==> src/include/hop_pkg.sv <==
// Operation
// - Frames arrive MSB first; first bit ends up at frame bit 39.
// - Strobe comes with the LSB and closes one 40-bit frame.
// - Bit 39 picks the RF path: 0 is A, 1 is B.
// - Bit 38 zero: apply the index right after the frame.
// - Bit 38 one: hold the index until the next instrument trigger of the frame's path (A or B).
// - Bits 31 to 0 are the list index to apply.
// - List mode and sweep never run together; enabling one stops the other.
// - On activation use stored settings, else learn them first.
// - Learning with short dwell may overrun first pass; report it, then honour dwell.
// - Auto, single, step walk the list in order; hop modes jump to index.
// - One edge polarity setting serves both instrument triggers.
// - In triggered hop the trigger of the frame's path applies the index; step lasts until next trigger.
package hop_pkg;

    localparam int unsigned FRAME_W    = 40;
    localparam int unsigned PATH_BIT   = 39;
    localparam int unsigned IMM_N_BIT  = 38;
    localparam int unsigned CMD_HI     = 37;
    localparam int unsigned CMD_LO     = 32;
    localparam int unsigned INDEX_W    = 32;
    localparam logic [5:0]  CMD_LIST   = 6'h01;

    // APB register byte addresses
    localparam logic [7:0] ADDR_CTRL   = 8'h00;
    localparam logic [7:0] ADDR_LEN    = 8'h04;
    localparam logic [7:0] ADDR_DWELL  = 8'h08;
    localparam logic [7:0] ADDR_STATUS = 8'h0C;
    localparam logic [7:0] ADDR_IRQ    = 8'h10;
    localparam logic [7:0] ADDR_MASK   = 8'h14;
    localparam logic [7:0] ADDR_INDEX  = 8'h18;
    localparam logic [7:0] ADDR_LEARN  = 8'h1C;

    // Control register fields
    localparam int unsigned CTRL_LIST_EN  = 0;
    localparam int unsigned CTRL_SWEEP_EN = 1;
    localparam int unsigned CTRL_MODE_LO  = 4;
    localparam int unsigned CTRL_TRIG_POL = 8;
    localparam int unsigned CTRL_STEP_GO  = 9;
    localparam int unsigned CTRL_RESTART  = 10;
    localparam int unsigned CTRL_LEARN    = 11;

    // Event bits, same layout in irq, mask
    localparam int unsigned EV_APPLY   = 0;
    localparam int unsigned EV_BADCMD  = 1;
    localparam int unsigned EV_RANGE   = 2;
    localparam int unsigned EV_DWELL   = 3;
    localparam int unsigned EV_LEARNED = 4;
    localparam int unsigned EV_W       = 5;

    localparam logic [INDEX_W-1:0] LEN_RESET   = 32'h0000_0010;
    localparam logic [INDEX_W-1:0] DWELL_RESET = 32'h0000_0064;

    typedef enum logic [2:0] {
        MODE_AUTO, MODE_SINGLE, MODE_STEP, MODE_EXT_SINGLE,
        MODE_EXT_STEP, MODE_EXT_HOP, MODE_EXT_HOP_DIRECT
    } list_mode_t;

    typedef enum { ST_IDLE, ST_LEARN, ST_RUN } run_state_t;

    typedef struct packed {
        logic               path_b;
        logic               imm_n;
        logic [5:0]         cmd;
        logic [INDEX_W-1:0] index;
    } hop_frame_t;

    typedef struct packed {
        logic               valid;
        logic               path_b;
        logic [INDEX_W-1:0] index;
    } hop_apply_t;

endpackage : hop_pkg

==> src/verilog/hop_receiver.sv <==
// Register access over APB and the register offsets were chosen for this implementation.
`timescale 1ns/1ps
module hop_receiver
    import hop_pkg::*;
(
    // Clock and reset
    input  wire logic        mclk,
    input  wire logic        srst,
    // APB slave
    input  wire logic        psel,
    input  wire logic        penable,
    input  wire logic        pwrite,
    input  wire logic [7:0]  paddr,
    input  wire logic [31:0] pwdata,
    output logic [31:0]      prdata,
    output logic             pready,
    output logic             pslverr,
    // Hop link pins
    input  wire logic        link_clk,
    input  wire logic        link_strobe,
    input  wire logic        link_data,
    // Instrument triggers
    input  wire logic        instrument_trigger_a,
    input  wire logic        instrument_trigger_b,
    // Applied setting
    output hop_apply_t       apply_q,
    output logic             list_active,
    output logic             sweep_active,
    // Interrupt
    output logic             irq
);

    localparam logic [31:0] LEARN_CYCLES = 32'h0000_0008;

    logic [31:0]        ctrl_q;
    logic [31:0]        len_q;
    logic [31:0]        dwell_q;
    logic [EV_W-1:0]    stat_q;
    logic [EV_W-1:0]    mask_q;
    logic               learned_q;
    logic [1:0]         trg_a_s_q;
    logic [1:0]         trg_b_s_q;
    logic               trg_a_q;
    logic               trg_b_q;
    logic               pend_q;
    logic               pend_path_q;
    logic [31:0]        pend_idx_q;
    logic [31:0]        cur_idx_q;
    logic [31:0]        dwell_cnt_q;
    logic               first_pass_q;
    logic               single_done_q;
    run_state_t         state_q;
    logic [FRAME_W-1:0] frame;
    logic               frame_v;

    hop_shift #(
        .WIDTH         (FRAME_W)
    ) u_shift (
        .mclk          (mclk),
        .srst          (srst),
        .link_clk      (link_clk),
        .link_strobe   (link_strobe),
        .link_data     (link_data),
        .frame_q       (frame),
        .frame_valid_q (frame_v)
    );

    // Frame fields
    hop_frame_t fr;
    assign fr = frame;
    wire        cmd_ok    = (fr.cmd == CMD_LIST);
    wire        idx_ok    = (fr.index < len_q);
    wire        hop_path  = fr.path_b;
    wire        hop_imm_n = fr.imm_n;
    wire [31:0] hop_idx   = fr.index;

    // Control fields
    list_mode_t mode;
    assign mode = list_mode_t'(ctrl_q[CTRL_MODE_LO +: 3]);
    wire trig_pol  = ctrl_q[CTRL_TRIG_POL];
    wire is_hop    = (mode == MODE_EXT_HOP) || (mode == MODE_EXT_HOP_DIRECT);
    wire running   = (state_q == ST_RUN);

    // Trigger edges; one polarity bit for both inputs
    wire trg_a_lvl = trg_a_s_q[1] ^ trig_pol;
    wire trg_b_lvl = trg_b_s_q[1] ^ trig_pol;
    wire trg_a_ev  = trg_a_lvl & ~trg_a_q;
    wire trg_b_ev  = trg_b_lvl & ~trg_b_q;
    wire trig_any  = trg_a_ev | trg_b_ev;

    // Held hop fires on the trigger of its own path
    wire pend_fire = pend_q & running & (pend_path_q ? trg_b_ev : trg_a_ev);

    // Frame acceptance
    wire frame_good = frame_v & cmd_ok & idx_ok & running & is_hop;
    wire direct_go  = frame_good & ~hop_imm_n;
    wire hold_go    = frame_good & hop_imm_n;

    // APB decode
    wire acc      = psel & penable;
    wire wr       = acc & pwrite;
    wire rd       = acc & ~pwrite;
    wire sel_ctrl = (paddr == ADDR_CTRL);
    wire sel_len  = (paddr == ADDR_LEN);
    wire sel_dw   = (paddr == ADDR_DWELL);
    wire sel_st   = (paddr == ADDR_STATUS);
    wire sel_irq  = (paddr == ADDR_IRQ);
    wire sel_mask = (paddr == ADDR_MASK);
    wire sel_idx  = (paddr == ADDR_INDEX);
    wire sel_lrn  = (paddr == ADDR_LEARN);
    wire mapped   = sel_ctrl | sel_len | sel_dw | sel_st | sel_irq | sel_mask | sel_idx | sel_lrn;
    wire ctrl_wr      = wr & sel_ctrl;
    wire ctrl_wr_step = ctrl_wr & pwdata[CTRL_STEP_GO];

    // Enabling one switches the other off; list wins a simultaneous write
    wire list_en_d  = ctrl_wr ? pwdata[CTRL_LIST_EN] : ctrl_q[CTRL_LIST_EN];
    wire sweep_en_d = ctrl_wr ? (pwdata[CTRL_SWEEP_EN] & ~pwdata[CTRL_LIST_EN]) :
                                ctrl_q[CTRL_SWEEP_EN];
    wire activate   = list_en_d & ~ctrl_q[CTRL_LIST_EN];
    wire restart    = ctrl_wr & pwdata[CTRL_RESTART];
    wire relearn    = ctrl_wr & pwdata[CTRL_LEARN];

    // Sequential walk stepping
    wire dwell_done = (dwell_cnt_q >= dwell_q);
    wire last_idx   = (cur_idx_q + 32'h0000_0001 >= len_q);
    wire seq_step   = running & ~is_hop & ~single_done_q &
                      (((mode == MODE_AUTO) || (mode == MODE_SINGLE) || (mode == MODE_EXT_SINGLE)) ? dwell_done :
                       (mode == MODE_STEP) ? ctrl_wr_step :
                       trig_any);
    wire [31:0] seq_next = last_idx ? 32'h0000_0000 : cur_idx_q + 32'h0000_0001;

    // Events
    wire [EV_W-1:0] ev;
    assign ev[EV_APPLY]   = direct_go | pend_fire | seq_step;
    assign ev[EV_BADCMD]  = frame_v & ~cmd_ok;
    assign ev[EV_RANGE]   = frame_v & cmd_ok & ~idx_ok;
    assign ev[EV_DWELL]   = (state_q == ST_LEARN) & first_pass_q & (dwell_q < LEARN_CYCLES);
    assign ev[EV_LEARNED] = (state_q == ST_LEARN);

    wire stat_rd = rd & sel_irq;
    wire [EV_W-1:0] stat_d = ev | (stat_q & ~({EV_W{stat_rd}}));              // Set wins over the read clear

    wire [31:0] status_word = {26'h0, learned_q, single_done_q, first_pass_q, pend_q,
                               (state_q == ST_LEARN), running};

    assign prdata = sel_ctrl ? ctrl_q :
                    sel_len  ? len_q :
                    sel_dw   ? dwell_q :
                    sel_st   ? status_word :
                    sel_irq  ? {{(32-EV_W){1'b0}}, stat_q} :
                    sel_mask ? {{(32-EV_W){1'b0}}, mask_q} :
                    sel_idx  ? apply_q.index :
                    sel_lrn  ? {31'h0, learned_q} : 32'h0000_0000;
    assign pready  = 1'b1;
    assign pslverr = acc & ~mapped;
    assign irq     = |(stat_q & mask_q);
    assign list_active  = ctrl_q[CTRL_LIST_EN];
    assign sweep_active = ctrl_q[CTRL_SWEEP_EN];

    // Registers
    always_ff @(posedge mclk) begin
        if (srst) begin
            ctrl_q  <= '0;
            len_q   <= LEN_RESET;
            dwell_q <= DWELL_RESET;
            mask_q  <= '0;
            stat_q  <= '0;
        end else begin
            ctrl_q  <= ctrl_wr ? {pwdata[31:2], sweep_en_d, list_en_d} : ctrl_q;
            len_q   <= (wr & sel_len) ? pwdata : len_q;
            dwell_q <= (wr & sel_dw) ? pwdata : dwell_q;
            mask_q  <= (wr & sel_mask) ? pwdata[EV_W-1:0] : mask_q;
            stat_q  <= stat_d;
        end
    end

    // Trigger sampling
    always_ff @(posedge mclk) begin
        if (srst) begin
            trg_a_s_q <= '0;
            trg_b_s_q <= '0;
            trg_a_q   <= 1'b0;
            trg_b_q   <= 1'b0;
        end else begin
            trg_a_s_q <= {trg_a_s_q[0], instrument_trigger_a};
            trg_b_s_q <= {trg_b_s_q[0], instrument_trigger_b};
            trg_a_q   <= trg_a_lvl;
            trg_b_q   <= trg_b_lvl;
        end
    end

    // Run state: learn when no stored settings
    always_ff @(posedge mclk) begin
        if (srst) begin
            state_q      <= ST_IDLE;
            learned_q    <= 1'b0;
            first_pass_q <= 1'b0;
        end else begin
            if (wr & sel_len) begin
                learned_q <= 1'b0;
            end
            case (state_q)
                ST_IDLE: begin
                    if (activate) begin
                        state_q      <= (learned_q & ~relearn) ? ST_RUN : ST_LEARN;
                        first_pass_q <= ~learned_q | relearn;
                    end
                end
                ST_LEARN: begin
                    state_q   <= ST_RUN;
                    learned_q <= 1'b1;
                end
                ST_RUN: begin
                    if (~list_en_d) begin
                        state_q <= ST_IDLE;
                    end else if (relearn) begin
                        state_q      <= ST_LEARN;
                        first_pass_q <= 1'b1;
                    end else if (seq_step & last_idx) begin
                        first_pass_q <= 1'b0;
                    end
                end
                default: state_q <= ST_IDLE;
            endcase
        end
    end

    // Index walk, hop hold and output
    always_ff @(posedge mclk) begin
        if (srst) begin
            pend_q        <= 1'b0;
            pend_path_q   <= 1'b0;
            pend_idx_q    <= '0;
            cur_idx_q     <= '0;
            dwell_cnt_q   <= '0;
            single_done_q <= 1'b0;
            apply_q       <= '0;
        end else begin
            apply_q.valid <= 1'b0;
            dwell_cnt_q   <= (seq_step | ~running) ? 32'h0000_0000 : dwell_cnt_q + 32'h0000_0001;
            if (~running | restart | activate) begin
                cur_idx_q     <= '0;
                single_done_q <= 1'b0;
                pend_q        <= pend_q & running & ~restart;
            end else if (direct_go) begin
                apply_q <= '{valid: 1'b1, path_b: hop_path, index: hop_idx};
                pend_q  <= 1'b0;
            end else if (hold_go) begin
                pend_q      <= 1'b1;
                pend_path_q <= hop_path;
                pend_idx_q  <= hop_idx;
            end else if (pend_fire) begin
                apply_q <= '{valid: 1'b1, path_b: pend_path_q, index: pend_idx_q};
                pend_q  <= 1'b0;
            end else if (seq_step) begin
                apply_q   <= '{valid: 1'b1, path_b: 1'b0, index: cur_idx_q};
                cur_idx_q <= seq_next;
                if (last_idx & (mode != MODE_AUTO) & (mode != MODE_STEP) & (mode != MODE_EXT_STEP)) begin
                    single_done_q <= 1'b1;
                end
            end
        end
    end

endmodule : hop_receiver

==> src/verilog/hop_shift.sv <==
`timescale 1ns/1ps
module hop_shift
    import hop_pkg::*;
#(
    parameter int unsigned WIDTH = FRAME_W
) (
    // Clock and reset
    input  wire logic             mclk,
    input  wire logic             srst,
    // Raw link pins
    input  wire logic             link_clk,
    input  wire logic             link_strobe,
    input  wire logic             link_data,
    // Captured frame
    output logic [WIDTH-1:0]      frame_q,
    output logic                  frame_valid_q
);

    logic [2:0]       clk_s_q;
    logic [1:0]       stb_s_q;
    logic [1:0]       dat_s_q;
    logic [WIDTH-1:0] shift_q;
    wire              rise;
    wire [WIDTH-1:0]  shift_d;

    // Data and strobe take the same two stages so they stay aligned to the clock edge
    assign rise    = clk_s_q[1] & ~clk_s_q[2];
    assign shift_d = {shift_q[WIDTH-2:0], dat_s_q[1]};

    always_ff @(posedge mclk) begin
        if (srst) begin
            clk_s_q       <= '0;
            stb_s_q       <= '0;
            dat_s_q       <= '0;
            shift_q       <= '0;
            frame_q       <= '0;
            frame_valid_q <= 1'b0;
        end else begin
            clk_s_q       <= {clk_s_q[1:0], link_clk};
            stb_s_q       <= {stb_s_q[0], link_strobe};
            dat_s_q       <= {dat_s_q[0], link_data};
            frame_valid_q <= 1'b0;
            if (rise) begin
                shift_q <= shift_d;
                if (stb_s_q[1]) begin
                    frame_q       <= shift_d;
                    frame_valid_q <= 1'b1;
                end
            end
        end
    end

endmodule : hop_shift
==> config.mk <==
export PLATFORM = sky130hd
export DESIGN_NAME = hop_receiver
export DESIGN_NICKNAME = d
export VERILOG_FILES = /design/src/include/hop_pkg.sv /design/src/verilog/hop_receiver.sv /design/src/verilog/hop_shift.sv
export SDC_FILE = /design/constraint.sdc
export NUM_CORES = 1
export LEC_CHECK = 0
export BUFFER_PORTS_ARGS = -buffer_cell sky130_fd_sc_hd__buf_2
export CAP_MARGIN = 5
export CORE_MARGIN = 3
export CORE_UTILIZATION = 60
export CTS_CLUSTER_DIAMETER = 100
export DETAILED_ROUTE_END_ITERATION = 6
export PLACE_DENSITY_LB_ADDON = 0.25
export SYNTH_ARGS = -nofsm -noshare
export SYNTH_HDL_FRONTEND = slang
export SYNTH_SLANG_ARGS = --single-unit
==> constraint.sdc <==
create_clock -name mclk -period 9.8 [get_ports mclk]
set_input_delay 0.49 -clock mclk [delete_from_list [all_inputs] [get_ports mclk]]
set_output_delay 0.49 -clock mclk [all_outputs]
set_load 0.01 [all_outputs]
==> results of run 1 <==
[cell type report]
class,instances,area share [%]
Clock buffer,49,5.505
Clock inverter,15,0.7781
Inverter,73,1.432
Multi-Input combinational cell,1589,50.56
Sequential cell,336,35.15
Tap cell,378,2.472
Timing Repair Buffer,143,4.106
[critical path, cell delays in order (launching register included)]
cell and delay (ns):
dfxtp_1 0.42, ha_1 0.28, nand2_1 0.11, nor4_1 0.50
and2_1 0.38, nand3_1 0.14, xnor2_1 0.25, ha_1 0.30
a21o_1 0.18, a2111oi_0 0.45, o21ai_1 0.13, a2111oi_1 0.58
and2_1 0.30, buf_4 0.40, a21oi_1 0.13, o22ai_1 0.21
[power by group through the flow]
| stage | Clock (mW) | Combinational (mW) | Sequential [mW] |
|---|---|---|---|
| after CTS | 1.40 | 0.0652 | 1.37 |
| after global routing | 1.46 | 0.0707 | 1.37 |
| after global placement | 0 | 0.0651 | 1.40 |
| final | 1.38 | 0.0670 | 1.37 |
| after detailed placement | 0 | 0.0649 | 1.40 |
| after floorplan | 0 | 0.0381 | 1.40 |
[registers in the layout, indices dropped and copies added, names as in the netlist, 32 cells and up]
signal	count
dwell_cnt_q	32
apply_q	34
pend_idx_q	32
dwell_q	32
len_q	32
ctrl_q	32
u_shift.shift_q	39
cur_idx_q	32
u_shift.frame_q	40
[kinds of logic after synthesis]
| family | synth area share [%] |
|---|---|
| mux | 6.320 |
| xor+xnor | 3.091 |
| compound gates | 15.96 |
| flops | 38.92 |
| simple gates | 23.33 |
| other cells | 0.02170 |
| fa+ha+maj | 7.022 |
| buf+inv | 5.328 |
[final timing paths]
check | from | end | slack, ns | depth (start not counted)
min reg2reg | ctrl_q[20] | ctrl_q[20] | 0.45 | 2
max reg2reg | cur_idx_q[0] | cur_idx_q[13] | 4.94 | 15
max | cur_idx_q[0] | cur_idx_q[13] | 4.94 | 15
min | instrument_trigger_a | trg_a_s_q[0] | 0.18 | 2
[per-layer routing]
metal / up-vias / wire length (microns) / global-route usage (%)
li1: 7498 / - / -
met1: 7674 / 21970 / 44.41
met2: 740 / 23860 / 53.82
met3: 131 / 4484 / 5.231
met4: 0 / 1839 / 10.26
met5: - / 0 / 0
[synthesized netlist by cell type (all sizes together), types with 7 or more instances]
library cell and count:
nor3 10, inv 73, nor2 117, ha 97, and3 12, nand3b 9
o22ai 18, and4 8, xor2 23, clkbuf 115, buf 32, nor4 13
mux2i 108, o21ai 27, o21a 8, a211oi 7, nand3 83, a221o 33
a221oi 27, a21oi 304, nand2b 75, or3 21, nand4 30, nand2 434
dfxtp 336, xnor2 38, nor2b 27
[metrics by stage]
| step | utilization (%) | instances | setup WS (ns) |
|---|---|---|---|
| after floorplan | - | 2145 | 5.882 |
| after global placement | 63.85 | 2519 | 5.102 |
| after detailed placement | 63.85 | 2519 | 4.989 |
| after CTS | 68.13 | 2583 | 4.931 |
| after global routing | 68.13 | 2583 | 4.460 |
| final | 68.13 | 2583 | 4.943 |
==> flow_metrics.env, run 1 <==
export IMPL_netlist_area_sq_mm=0.01728
export IMPL_endpoint_kind="flop"
export IMPL_place_hpwl_microns=36850
export IMPL_cts_sinks=336
export IMPL_vias_per_cell=6.211
export IMPL_clk_pin_slew_ns=0.06
export IMPL_relSlewSlack_pct=17.87
export IMPL_final_common_cell="nand2_1"
export IMPL_worstSetupPathType="reg -> reg"
export IMPL_num_vias=16043
export IMPL_ios=121
export IMPL_clockBufferDepth=3
export IMPL_async_flop_share_pct=0
export IMPL_powerDensity_mw_per_mm2=147.2
export IMPL_max_vdd_ir_drop_mv=0.1408
export IMPL_period_minus_slack_ns=4.857
export IMPL_drcViolationCount=0
export IMPL_dieArea_sq_mm=0.03088
export IMPL_drive_above_1_share_pct=10.70
export IMPL_synth_seq_area_share_pct=38.92
export IMPL_synth_top_area_share_pct=38.92
export IMPL_design_core_area_sq_mm=0.02809
export IMPL_die_y_microns=175.7
export IMPL_yosys_warnings=0
export IMPL_diodes=0
export IMPL_final_hold_viol_count=0
export IMPL_hold_class="in -> reg"
export IMPL_initial_utilization_pct=61.53
export IMPL_antenna_found_initial=0
export IMPL_power_leakage_nw=6.955
export IMPL_layout_area_overhead_vs_synth_pct=10.72
export IMPL_cp_data_arrival_time_ns=5.30
export IMPL_placed_area_sq_mm=0.01793
export IMPL_max_clock_freq_mhz=205.9
export IMPL_ys_top_cells_by_area="dfxtp_1, nand2_1, a21oi_1"
export IMPL_multiInputGateArea_sq_mm=0.009674
export IMPL_total_power_mw=2.817
export IMPL_cts_root_buf="clkbuf_16"
export IMPL_synth_edff_count=0
export IMPL_grt_overflow=0
export IMPL_maxCapViolations=0
export IMPL_netlist_instances=2145
export IMPL_synth_largest_area_cell="dfxtp_1"
export IMPL_h_tree_depth=2
export IMPL_grt_pass1_wl_microns=81940
export IMPL_clock_latency_ns=0.53
export IMPL_wl_per_cell_microns=20.19
export IMPL_ff_latch_area_sq_mm=0.006726
export IMPL_path_max_fanout=31
export IMPL_grt_max_degree=112
export IMPL_numCtsBuffers=37
export IMPL_ant_nets=0
export IMPL_finalNetCount=2327
export IMPL_first_pass_iters=5
export IMPL_skew_ns=0.02346
export IMPL_post_cts_setup_buffers=0
export IMPL_clkPwrFrac_pct=49.0
export IMPL_setup_tns_ns=0
export IMPL_grt_pass1_vias=14839
export IMPL_synth_main_ff_cell="dfxtp_1"
export IMPL_grtUsageTotal_pct=32.76
export IMPL_required_ns=10.24
export IMPL_io_buffers=119
export IMPL_crit_path_start_kind="flop"
export IMPL_worst_pin_slew_ns=1.229
export IMPL_intPower_mw=2.200
export IMPL_die_w_microns=175.7
export IMPL_yosysUniqueCellTypes=65
export IMPL_cts_tree="yes"
export IMPL_p_seq_share_pct=48.6
export IMPL_cts_resized_gates=0
export IMPL_synth_area_per_cell_sq_um=8.057
export IMPL_gp_congestion=0.9390
export IMPL_power_switching_fraction_pct=21.92
export IMPL_routed_wirelength_microns=52150
export IMPL_min_period_over_period_pct=49.57
export IMPL_ctsHoldBuffers=0
export IMPL_first_iter_violations=1835
export IMPL_drv_slew=0
export IMPL_synth_nets=2292
export IMPL_synth_seq_cells=336
export IMPL_final_design_area_no_fill_sq_mm=0.01914
export IMPL_rows=61
export IMPL_fillers=2443
export IMPL_outcome="finished, final reports clean"
export IMPL_setup_violations=0
export IMPL_grt_setup_unrepaired="no"
export IMPL_pwr_share_comb_pct=2.4
export IMPL_final_cell_mix="nand2_1, dfxtp_1, a21oi_1"
export IMPL_whs_ns=0.1841
export IMPL_p_switching_mw=0.6175
No activity file was read; power rests on OpenSTA's default activity.
==> run 2: changes to the inputs <==
Clock period 9.8 ns to 5 ns, I/O delays scaled along.
==> run 2 against run 1 <==
Effect of this change:
- wire length shrank 0.11%
- combinational power rose by 120%
- die area is the same
- maximum frequency increased by 7.4%
- flip-flop and latch count is the same
- critical path type unchanged
- total power is 97% higher
- hold slack got worse by 0.16 ns
- clock skew fell by 0.0082 ns
- first-iteration DRC count decreased by 12%
==> flow_metrics.env, run 2 (same netlist as run 1, synthesis figures left out) <==
export IMPL_setup_violations=0
export IMPL_crit_path_start_kind="flop"
export IMPL_place_hpwl_microns=36980
export IMPL_required_ns=5.45
export IMPL_final_cell_mix="nand2_1, dfxtp_1, a21oi_1"
export IMPL_r2r_end="cur_idx_q[30]"
export IMPL_drive_above_1_share_pct=10.83
export IMPL_cp_buffers_inverters=1
export IMPL_die_y_microns=175.7
export IMPL_final_common_cell="nand2_1"
export IMPL_cp_data_arrival_time_ns=4.97
export IMPL_max_clock_freq_mhz=221.1
export IMPL_endpoint_kind="flop"
export IMPL_first_iter_violations=1621
export IMPL_dp_cells=2525
export IMPL_place_ws_ns=0.4480
export IMPL_first_pass_iters=5
export IMPL_antenna_found_initial=1
export IMPL_grt_setup_unrepaired="no"
export IMPL_powerDensity_mw_per_mm2=285.8
export IMPL_numCtsBuffers=37
export IMPL_r2r_start="cur_idx_q[2]"
export IMPL_worst_r2r_cell_count=16
export IMPL_routed_wirelength_microns=52100
export IMPL_top_regs="u_shift.frame_q (40), u_shift.shift_q (39), apply_q (34)"
export IMPL_design_core_area_sq_mm=0.02809
export IMPL_relSlewSlack_pct=15.41
export IMPL_gp_congestion=0.9529
export IMPL_cts_tree="yes"
export IMPL_critPathTopFamily="simple AND/OR/NAND/NOR gates"
export IMPL_path_max_fanout=13
export IMPL_dieArea_sq_mm=0.03088
export IMPL_worst_pin_slew_ns=1.266
export IMPL_min_period_over_period_pct=90.45
export IMPL_grt_pass1_wl_microns=81940
export IMPL_path_depth=16
export IMPL_drcViolationCount=0
export IMPL_crit_end="cur_idx_q[30]"
export IMPL_regMostFlops="u_shift.frame_q"
export IMPL_grt_overflow=0
export IMPL_critPathLaunch="cur_idx_q[2]"
export IMPL_layout_area_overhead_vs_synth_pct=12.47
export IMPL_power_leakage_nw=7.106
export IMPL_path_cells="nand3_1 > nor2_1 > nand3_1 > nor2b_1 > and3_1 > xor2_1 > ha_1 > nand4_1 > nor2_1 > a2111oi_0 > o21ai_1 > a2111oi_1 > and2_1 > buf_4 > nand2_2 > o22ai_1"
export IMPL_fin_ws_ns=0.4777
export IMPL_period_minus_slack_ns=4.522
export IMPL_fillers=2340
export IMPL_final_core_util_pct=69.21
export IMPL_grt_max_degree=140
export IMPL_drv_slew=0
export IMPL_clockBufferDepth=3
export IMPL_whs_ns=0.02108
export IMPL_max_vdd_ir_drop_mv=0.2118
export IMPL_placed_area_sq_mm=0.01799
export IMPL_clk_pin_slew_ns=0.06
export IMPL_max_stage_delay_ns=0.54
export IMPL_skew_ns=0.01531
export IMPL_die_w_microns=175.7
export IMPL_grt_pass1_vias=15162
export IMPL_worstSetupPathType="reg -> reg"
export IMPL_maxCapViolations=0
export IMPL_outcome="finished, final reports clean"
export IMPL_rows=61
export IMPL_h_tree_depth=2
export IMPL_initial_utilization_pct=61.53
export IMPL_vias_per_cell=6.160
export IMPL_r2r_slack_ns=0.48
export IMPL_cts_sinks=336
export IMPL_clock_latency_ns=0.52
export IMPL_wl_per_cell_microns=19.94
export IMPL_final_cells=2612
export IMPL_setup_tns_ns=0
export IMPL_cts_root_buf="clkbuf_16"
export IMPL_final_hold_viol_count=0
export IMPL_num_vias=16089
export IMPL_final_design_area_no_fill_sq_mm=0.01944
export IMPL_largest_register_ffs=40
export IMPL_finalNetCount=2357
export IMPL_total_power_mw=5.556
export IMPL_diodes=0
export IMPL_io_buffers=119
export IMPL_slowest_stage="a2111oi_1"
export IMPL_ios=121
export IMPL_ant_nets=0
export IMPL_hold_class="in -> reg"
export IMPL_hold_depth=2
export IMPL_grtUsageTotal_pct=32.75
run 2: cell count changes in the layout (fill, tap and decap cells not counted), sizes merged:
| cell | delta |
|---|---|
| dlygate4sd3 | +24 |
| clkinvlp | -4 |
| inv | +1 |
| buf | +6 |
| bufinv | +1 |
| clkbuf | +2 |
| clkinv | -1 |
run 2: repair_timing:
| item | in CTS | in global routing |
|---|---|---|
| hold buffers | 24 | 0 |
| buffers inserted | 0 | 0 |
| resized for setup | 0 | 1 |
| endpoints found under the setup margin | 0 | 14 |
| endpoints found under the hold margin | 50 | 0 |
run 2: worst min path at each step:
stage,startpoint,end,slack [ns]
2_1_floorplan,pwdata[5],dwell_q[5],0.37
3_3_place_gp,u_shift.stb_s_q[0],u_shift.stb_s_q[1],0.42
3_5_place_dp,u_shift.clk_s_q[0],u_shift.clk_s_q[1],0.43
4_1_cts,pwdata[7],ctrl_q[7],0.006
5_1_grt,instrument_trigger_b,trg_b_s_q[0],0.009
6_report,instrument_trigger_b,trg_b_s_q[0],0.02
run 2: final cells by class:
class	instances	area [sq um]	area share, %
sequential	336	6726	34.60
clock buffer	51	1059	5.445
multi-input combinational	1589	9678	49.79
clock inverter	12	145.1	0.7467
timing repair buffer	173	1084	5.574
inverter	73	274.0	1.410
tap	378	473.0	2.433
run 2: layer usage:
layer / track usage, % / up-vias / wire (microns)
li1: - / 7570 / -
met1: 43.20 / 7576 / 21450
met2: 52.29 / 795 / 23360
met3: 6.701 / 146 / 4850
met4: 13.96 / 2 / 2414
met5: 0 / - / 15
run 2: power breakdown:
part / total (mW) / leakage (nW) / switching [mW] / internal [mW]
clock network: 2.73 / 0.596 / 1.09 / 1.63
logic: 0.145 / 3.80 / 0.0943 / 0.0510
registers: 2.69 / 2.71 / 0.00325 / 2.68
==> run 3: changes to the inputs <==
Settings changed: CTS_CLUSTER_SIZE set to 14.
Clock period 5 ns to 5.6 ns, I/O delays scaled along.
==> run 3 against run 2 <==
Effect of this change:
- hold slack got worse by 0.0062 ns
- clock power down 38%
- global-route usage down 0.17 points
- die area is the same
- critical path type unchanged
- critical endpoint unchanged
- highest routed layer is now met4
==> flow_metrics.env, run 3 (same netlist as run 1, synthesis figures left out) <==
export IMPL_powerDensity_mw_per_mm2=223.1
export IMPL_crit_path_start_kind="flop"
export IMPL_design_core_area_sq_mm=0.02809
export IMPL_endpoint_kind="flop"
export IMPL_final_common_cell="nand2_1"
export IMPL_power_switching_fraction_pct=22.07
export IMPL_vias_per_cell=6.135
export IMPL_cp_buffers_inverters=1
export IMPL_path_max_fanout=12
export IMPL_ff_latch_area_sq_mm=0.006726
export IMPL_path_cells="ha_1 > nand2_1 > nor4_1 > and2_1 > nand3_1 > xnor2_1 > ha_1 > nand4_1 > nor2_1 > a2111oi_0 > o21ai_1 > a2111oi_1 > and2_1 > buf_4 > nand2_2 > o22ai_1"
export IMPL_fillers=2457
export IMPL_clockBufferDepth=3
export IMPL_fin_ws_ns=0.9119
export IMPL_post_cts_setup_buffers=0
export IMPL_ant_nets=0
export IMPL_clk_pin_slew_ns=0.08
export IMPL_wl_per_cell_microns=19.94
export IMPL_top_regs="u_shift.frame_q (40), u_shift.shift_q (39), apply_q (34)"
export IMPL_drv_slew=0
export IMPL_final_cell_mix="nand2_1, dfxtp_1, a21oi_1"
export IMPL_setup_violations=0
export IMPL_cts_resized_gates=0
export IMPL_clock_latency_ns=0.56
export IMPL_cp_data_arrival_time_ns=5.18
export IMPL_setup_tns_ns=0
export IMPL_die_w_microns=175.7
export IMPL_regMostFlops="u_shift.frame_q"
export IMPL_h_tree_depth=1
export IMPL_grt_pass1_vias=14908
export IMPL_relSlewSlack_pct=17.93
export IMPL_num_vias=15779
export IMPL_slowest_stage="nor4_1"
export IMPL_grt_setup_unrepaired="no"
export IMPL_io_buffers=119
export IMPL_multiInputGateArea_sq_mm=0.009677
export IMPL_ios=121
export IMPL_largest_register_ffs=40
export IMPL_drcViolationCount=0
export IMPL_dp_cells=2519
export IMPL_p_seq_share_pct=56.8
export IMPL_max_clock_freq_mhz=213.3
export IMPL_hold_class="in -> reg"
export IMPL_grt_pass1_wl_microns=81710
export IMPL_rows=61
export IMPL_worstSetupPathType="reg -> reg"
export IMPL_antenna_found_initial=1
export IMPL_final_cells=2572
export IMPL_period_minus_slack_ns=4.688
export IMPL_r2r_start="cur_idx_q[0]"
export IMPL_required_ns=6.09
export IMPL_grtUsageTotal_pct=32.58
export IMPL_skew_ns=0.02284
export IMPL_intPower_mw=3.285
export IMPL_min_period_over_period_pct=83.72
export IMPL_routed_wirelength_microns=51270
export IMPL_final_hold_viol_count=0
export IMPL_cts_root_buf="clkbuf_16"
export IMPL_drive_above_1_share_pct=9.389
export IMPL_finalNetCount=2343
export IMPL_p_switching_mw=0.9303
export IMPL_outcome="finished, final reports clean"
export IMPL_ctsHoldBuffers=26
export IMPL_cts_tree="yes"
export IMPL_place_hpwl_microns=36570
export IMPL_pwr_share_comb_pct=3.1
export IMPL_cts_sinks=336
export IMPL_min_from="pwdata[3]"
export IMPL_critPathTopFamily="simple AND/OR/NAND/NOR gates"
export IMPL_clkPwrFrac_pct=40.0
export IMPL_gp_congestion=0.9541
export IMPL_numCtsBuffers=27
export IMPL_critPathLaunch="cur_idx_q[0]"
export IMPL_power_leakage_nw=6.828
export IMPL_worst_pin_slew_ns=1.228
export IMPL_die_y_microns=175.7
export IMPL_layout_area_overhead_vs_synth_pct=9.339
export IMPL_max_stage_delay_ns=0.53
export IMPL_place_ws_ns=0.9390
export IMPL_grt_max_degree=163
export IMPL_grt_overflow=0
export IMPL_initial_utilization_pct=61.53
export IMPL_first_pass_iters=6
export IMPL_dieArea_sq_mm=0.03088
export IMPL_maxCapViolations=0
export IMPL_max_vdd_ir_drop_mv=0.2661
export IMPL_diodes=0
export IMPL_first_iter_violations=1700
run 3: path summary, 6_finish.rpt:
check | endpoint | slack (ns) | cells past startpoint
worst max-delay path | cur_idx_q[30] | 0.91 | 16
worst min-delay path | dwell_q[3] | 0.01 | 3
worst max register to register | cur_idx_q[30] | 0.91 | 16
worst min register to register | u_shift.dat_s_q[1] | 0.44 | 1
run 3: through the flow:
stage / cell area, sq um / utilization [%] / hold slack [ns] / power, mW
floorplan: 17280 / - / 0.3978 / 2.515
global placement: 17960 / 63.95 / 0.4203 / 2.562
detailed placement: 17960 / 63.95 / 0.4259 / 2.564
CTS: 18900 / 67.28 / 0.002331 / 4.233
global route: 18900 / 67.28 / 0.004184 / 4.328
finish: 18900 / 67.28 / 0.01484 / 4.216
run 3: routing by layer:
| layer | track usage (%) | wire length (microns) | vias up |
|---|---|---|---|
| li1 | - | - | 7497 |
| met2 | 53.34 | 23640 | 641 |
| met4 | 9.535 | 1543 | 0 |
| met3 | 4.042 | 3954 | 102 |
| met5 | 0 | 0 | - |
| met1 | 45.31 | 22130 | 7539 |
run 3: worst register-to-register path: cells and delay by family (launching register included):
kind,cells,cell delay (ns)
xor gates and xnor gates,1,0.27
buffers and inverters,1,0.26
DFF,1,0.41
AOI/OAI and AO/OA,4,1.17
adders and majority gates,2,0.55
and+or+nand+nor,8,1.95
run 3: power by group through the flow:
stage / combinational (mW) / sequential (mW) / clock (mW)
2_1_floorplan: 0.0667 / 2.45 / 0
3_3_place_gp: 0.112 / 2.45 / 0
3_5_place_dp: 0.113 / 2.45 / 0
4_1_cts: 0.128 / 2.40 / 1.71
5_1_grt: 0.139 / 2.39 / 1.79
6_report: 0.132 / 2.40 / 1.69
run 3: final cells by class:
type,count,share of cell area (%)
clock buffer,27,3.575
sequential,336,35.60
timing repair buffer,169,5.668
multi-input combinational,1589,51.21
inverter,73,1.450
tap,378,2.503
